**config.mk**
```make
export PLATFORM = sky130hd
export DESIGN_NAME = tx_cell_available_flow_control
export DESIGN_NICKNAME = d
export VERILOG_FILES = /design/src/hw/clav_pkg.sv /design/src/hw/tx_cell_available_flow_control.sv /design/src/hw/word_skid_buffer.sv
export SDC_FILE = /design/constraint.sdc
export NUM_CORES = 1
export LEC_CHECK = 0
export BUFFER_PORTS_ARGS = -buffer_cell sky130_fd_sc_hd__buf_4
export CORE_MARGIN = 8
export CORE_UTILIZATION = 59
export CTS_CLUSTER_DIAMETER = 50
export DETAILED_ROUTE_END_ITERATION = 10
export GPL_TIMING_DRIVEN = 1
export PLACE_DENSITY_LB_ADDON = 0.08
export SYNTH_ARGS = -nofsm -noshare
export SYNTH_HDL_FRONTEND = slang
export SYNTH_SLANG_ARGS = --single-unit
```
**constraint.sdc**
```tcl
create_clock -name mclk_i -period 7.95 [get_ports mclk_i]
set_input_delay 1.59 -clock mclk_i [delete_from_list [all_inputs] [get_ports mclk_i]]
set_output_delay 1.59 -clock mclk_i [all_outputs]
set_load 0.02 [all_outputs]
```
**src/hw/clav_pkg.sv**
```systemverilog
// shared constants and carriers for the transmit cell-available flow control
package clav_pkg;
  // ==========================================================================
  // sizes
  localparam int unsigned WORD_W         = 16;
  localparam int unsigned FILL_W         = 10;   // bits in the count of words held by the transmit fifo
  localparam int unsigned ADDR_W         = 5;
  localparam int unsigned BUF_DEPTH      = 2;
  localparam logic [FILL_W-1:0] OCTET_ROOM_MIN = 10'h004;
  localparam logic [FILL_W-1:0] FIFO_WORDS_8   = 10'h1b0; // 16 cells of 27 words
  localparam logic [FILL_W-1:0] FIFO_WORDS_16  = 10'h1b0;
  localparam logic [FILL_W-1:0] CELL_WORDS_8   = 10'h035; // 53 bytes
  localparam logic [FILL_W-1:0] CELL_WORDS_16  = 10'h01b; // 27 words
  localparam logic [FILL_W-1:0] FILL_RESET     = 10'h000;

  // ==========================================================================
  // carriers
  typedef struct packed {
    logic              valid;
    logic              soc;
    logic [WORD_W-1:0] data;
  } word_s;

  typedef struct packed {
    logic              atm_uni;     // low = clear-channel framer
    logic              cell_level;  // low = octet level
    logic              multi_phy;
    logic              bus16;
    logic [ADDR_W-1:0] port_addr;
  } mode_s;
endpackage

```
**src/hw/tx_cell_available_flow_control.sv**
```systemverilog
// cell-available flow control for the transmit utopia port
`timescale 1ns/1ps
// How it works
// RL1: octet mode: low when under four words room
// RL2: octet mode: high with room for four
// RL3: cell mode: high with room for a cell
// RL4: cell mode: low without room for a cell
// RL5: multi-phy: tri-state until cycle after address match (code drives two cycles after the match)
// RL6: multi-phy selected: cell-level behaviour
// RL7: drive only in atm uni mode
// RL8: partner writes word while enable low
// RL9: partner pulses start-of-cell on first word
// RL10: output updates on rising clock edge
module tx_cell_available_flow_control
  import clav_pkg::*;
(
  input  wire logic              mclk_i,
  input  wire logic              reset_i,
  input  wire mode_s             mode_i,
  input  wire logic [ADDR_W-1:0] tx_addr_i,
  input  wire logic              tx_write_enable_n_i,
  input  wire logic              tx_start_of_cell_in_i,
  input  wire logic [WORD_W-1:0] tx_data_i,
  input  wire logic              fifo_ready_i,
  input  wire logic              fifo_read_i,
  output logic                   tx_cell_available_out_o,
  output logic                   tx_cell_available_oe_o,
  output word_s                  fifo_word_o,
  output logic [FILL_W-1:0]      fill_o
);
  // ==========================================================================
  // state
  typedef struct packed {
    logic [FILL_W-1:0] fill;
    logic              selected;
    logic              clav;
    logic              oe;
    word_s             fifo_word;
  } state_s;

  state_s st;
  state_s next_st;
  word_s  in_word;
  word_s  buf_word;
  logic   buf_in_ready;

  function automatic logic [FILL_W-1:0] room(input logic [FILL_W-1:0] used,
                                             input logic              bus16);
    room = (bus16 ? FIFO_WORDS_16 : FIFO_WORDS_8) - used;
  endfunction

  // ==========================================================================
  // write capture
  always_comb begin
    in_word.valid = ~tx_write_enable_n_i & mode_i.atm_uni; // [RL8]
    in_word.soc   = tx_start_of_cell_in_i;                   // [RL9]
    in_word.data  = tx_data_i;
  end

  // holds up to two words while the fifo stalls; a word arriving with both slots full is dropped
  word_skid_buffer u_buf (
    .mclk_i      (mclk_i),
    .reset_i     (reset_i),
    .in_i        (in_word),
    .in_ready_o  (buf_in_ready),
    .out_o       (buf_word),
    .out_ready_i (fifo_ready_i)
  );

  // ==========================================================================
  // next state
  logic              wr_acc;
  logic              push;
  logic [FILL_W-1:0] free;
  logic [FILL_W-1:0] cell_w;
  logic              level;

  always_comb begin
    next_st   = st;
    wr_acc    = in_word.valid & buf_in_ready;
    push      = buf_word.valid & fifo_ready_i;
    // words in the skid buffer count as used so clav never overpromises
    next_st.fill = st.fill + {{(FILL_W-1){1'b0}}, wr_acc}
                 - {{(FILL_W-1){1'b0}}, fifo_read_i && st.fill != FILL_RESET};
    next_st.fifo_word       = buf_word;
    next_st.fifo_word.valid = push;
    free   = room(next_st.fill, mode_i.bus16);
    cell_w = mode_i.bus16 ? CELL_WORDS_16 : CELL_WORDS_8;
    if (mode_i.cell_level || mode_i.multi_phy) begin
      level = (free >= cell_w);             // [RL3] [RL4] [RL6]
    end else begin
      level = (free >= OCTET_ROOM_MIN);     // [RL1] [RL2]
    end
    next_st.clav = level;                   // [RL10]
    next_st.selected = mode_i.multi_phy ? (tx_addr_i == mode_i.port_addr) : 1'b1;
    // oe follows the registered match, two cycles after the address
    next_st.oe = mode_i.atm_uni & (~mode_i.multi_phy | st.selected); // [RL5] [RL7]
  end

  always_ff @(posedge mclk_i) begin
    if (reset_i) begin
      st <= '0;
    end else begin
      st <= next_st;                        // [RL10]
    end
  end

  assign tx_cell_available_out_o = st.clav;
  assign tx_cell_available_oe_o  = st.oe;
  assign fifo_word_o             = st.fifo_word;
  assign fill_o                  = st.fill;
endmodule

```
**src/hw/word_skid_buffer.sv**
```systemverilog
// two-entry buffer with valid and ready on both sides
`timescale 1ns/1ps
module word_skid_buffer
  import clav_pkg::*;
(
  input  wire logic  mclk_i,
  input  wire logic  reset_i,
  input  wire word_s in_i,
  output logic       in_ready_o,
  output word_s      out_o,
  input  wire logic  out_ready_i
);
  typedef struct packed {
    word_s [BUF_DEPTH-1:0] slot;
    logic                  rd;
    logic                  wr;
    logic [1:0]            count;
  } state_s;

  state_s st;
  state_s next_st;

  always_comb begin
    next_st = st;
    if (out_ready_i && st.count != 2'h0) begin
      next_st.rd    = ~st.rd;
      next_st.count = next_st.count - 2'h1;
    end
    if (in_i.valid && st.count != 2'h2) begin
      next_st.slot[st.wr] = in_i;
      next_st.wr          = ~st.wr;
      next_st.count       = next_st.count + 2'h1;
    end
  end

  always_ff @(posedge mclk_i) begin
    if (reset_i) begin
      st <= '0;
    end else begin
      st <= next_st;
    end
  end

  assign in_ready_o = (st.count != 2'h2);
  always_comb begin
    out_o       = st.slot[st.rd];
    out_o.valid = (st.count != 2'h0);
  end
endmodule

```
==> results.toml <==
[die]
dieWidth_microns = 91.77
die_y_microns = 91.77
core_area_sq_um = 5540
ioPinCount = 66
rows = 27
start_util_pct = 61.13
dieArea_sq_um = 8421

[yosys]
post-synth-top-count-cell = "nand2_1"
synth_area_leaders = "dfxtp_1, nand2_1, ha_1, a21oi_1, buf_4"
syn-num-nets = 455
synthCells = 397
synth_top_cell_area_share_pct = 40.78
synth_common_cells = "nand2_1, dfxtp_1, a21oi_1"
synth_area_sq_um = 3387
synth.yosys.warnings = 0
synthArstFlopShare_pct = 0
synth_flop_cell = "dfxtp_1"
synth.distinct_cells = 44
synth_area_leader_cell = "dfxtp_1"
ys_ff_latch = 69
synth_edf_count = 0
syn_avg_cell_area_sq_um = 8.531
seq_area_frac_synth_pct = 40.78

[global_routing]
antenna_found_initial = 0
grt_first_pass_wirelength_mm = 11.74
grt_pass1_vias = 2556
gr-total-overflow = 0
grt_use_total_pct = 17.08
grt_max_degree = 70

[worst_setup_path]
cp.arrival_ns = 4.89
reg2regPathDepth = 19
worst-path-max-fanout = 6
cpPeakStageDelay_ns = 0.41
cp.required_ns = 8.21
crit_path_end_kind = "register"
path_depth = 18
crit_type = "in -> reg"
worst_setup_path_start_kind = "input port"
crit_buf_inv = 4
cp_top_family = "adder cells"
slowest_stage = "xnor2_1"
crit_chain = "buf_4 -> nor2_1 -> and2_1 -> inv_1 -> ha_1 -> inv_1 -> ha_1 -> inv_1 -> fa_1 -> and2b_1 -> o21ai_1 -> xnor2_1 -> a21oi_1 -> xor2_1 -> ha_1 -> o211ai_1 -> a22o_1 -> a41oi_2"

[clock_tree]
clk_path_buf_depth = 2
cts_tree = "built"
cts_hold_buf = 0
clkLatencyLatePin_ns = 0.34
cts_resized = 0
clock-root-buffer = "clkbuf_8"
post_cts_buffers = 0
cts_buffers = 9
htree_num_levels = 3
clk_pin_slew_ns = 0.07
cts_sinks = 69

[placed_design]
dpl.hpwl_mm = 5.021
gp_congestion = 0.8247
io_buffer_count = 65
place_inst = 491
post_dp_cell_area_sq_um = 3701

[sta]
maxClockFrequency_mhz = 216.2
setup_viol = 0
clock-skew-final_ns = 0.004325
worst_pin_slew_ns = 1.140
hold_violations = 0
finalSetupTns_ns = 0
maxSlewViolCount = 0
rsz0062_at_grt = "false"
timing.slew.headroom_pct = 23.88
layout_min_cycle_time_ns = 4.625
min_period_over_period_pct = 58.18

[drt]
first_pass_iters = 4
via_per_inst = 5.142
dr.first_iter.drc_count = 114
drt_wl_total_mm = 7.052
wire_per_inst_microns = 13.91
ant_nets = 0
drc = 0
vias = 2607

[flow_run]
drv_cap = 0

[worst_hold_path]
hold_path.class = "reg -> reg"
min_path_cells = 2

[cells_and_area]
antennaDiodeCount = 0
final_cells = 507
area_growth_pct = 14.26
nNetsFinal = 488
design_area_sq_um = 3870
drive_gt1_share_pct = 20.46

[power_and_ir_drop]
peakVddDrop_v = 0.0002110
leakage_nw = 1.642
power.density_nw_per_um2 = 398.6

[status]
outcome = "finished, final reports clean"
cells in the final DEF (no fill, tap or decap), types with 3 or more instances in the layout:
cell      netlist  routed
xnor2_1        12      12
buf_4          28      66
mux2i_1        19      19
o21ai_0         4       4
ha_1           21      21
nor2_1         39      39
nand3_1         4       4
inv_1          19      19
clkinv_2        0       3
nand2_1        72      72
dfxtp_1        69      69
nor2b_1         5       5
clkbuf_8        0      10
xor2_1          7       7
a21oi_1        44      44
nand2b_1        4       4
cells by family after synthesis:
| group | after synthesis | synth area share [%] |
|---|---|---|
| DFF | 69 | 40.78 |
| AOI/OAI and AO/OA | 68 | 12.86 |
| muxes | 20 | 6.021 |
| xor gates and xnor gates | 19 | 4.913 |
| buffers and inverters | 63 | 10.12 |
| and+or+nand+nor | 136 | 16.96 |
| adders and majority gates | 22 | 8.349 |
routing by layer:
layer / track usage (%) / vias to the layer above / wire length (microns)
met5: 0 / - / 0
met4: 7.651 / 0 / 89
met3: 4.156 / 8 / 393
met2: 30.25 / 66 / 3610
met1: 18.93 / 1201 / 2958
li1: - / 1332 / -
per-stage QoR:
step / total power [mW] / setup WS [ns] / utilization, % / hold WS [ns]
2_1_floorplan: 1.142 / 3.414 / - / 0.4357
3_3_place_gp: 1.291 / 3.118 / 66.80 / 0.4413
3_5_place_dp: 1.309 / 2.961 / 66.80 / 0.4461
4_1_cts: 1.559 / 3.335 / 69.85 / 0.4559
5_1_grt: 1.690 / 2.943 / 69.85 / 0.4681
6_report: 1.542 / 3.325 / 69.85 / 0.4540
power breakdown:
group	internal [mW]	switching (mW)	total (mW)
Clock	0.121	0.126	0.247
Sequential	0.394	0.0468	0.441
Combinational	0.389	0.466	0.855
Total	0.903	0.639	1.54
area by class of cell:
| type | instances | area [sq um] |
|---|---|---|
| clock inverters | 4 | 23.77 |
| repair buffers | 66 | 495.5 |
| fillers | 464 | 1670 |
| inverters | 19 | 71.32 |
| well taps | 72 | 90.09 |
| clock buffers | 12 | 145.1 |
| flip-flops and latches | 69 | 1381 |
| multi-input cells | 265 | 1663 |
worst paths after layout:
kind,endpoint,slack (ns),start
min,u_buf.st[37],0.45,u_buf.st[37]
min reg2reg,u_buf.st[37],0.45,u_buf.st[37]
max,tx_cell_available_out_o,3.32,tx_write_enable_n_i
max reg2reg,tx_cell_available_out_o,4.04,u_buf.st[0]
worst reg2reg max path, cell delays in order, from the launching register on:
cell	delay (ns)
dfxtp_1	0.37
inv_1	0.09
ha_1	0.19
nor2_1	0.10
and2_1	0.23
inv_1	0.13
ha_1	0.31
inv_1	0.06
ha_1	0.16
inv_1	0.06
fa_1	0.38
and2b_1	0.23
o21ai_1	0.08
xnor2_1	0.41
a21oi_1	0.11
xor2_1	0.16
ha_1	0.28
o211ai_1	0.07
a22o_1	0.21
a41oi_2	0.18
sequential cells by signal, summed over array words and instances (netlist names):
signal and count:
tx_cell_available_out_o 1, fill_o 10, fifo_word_o 18, u_buf.st 38, tx_cell_available_oe_o 1, st 1
No activity file was read; power rests on OpenSTA's default activity.
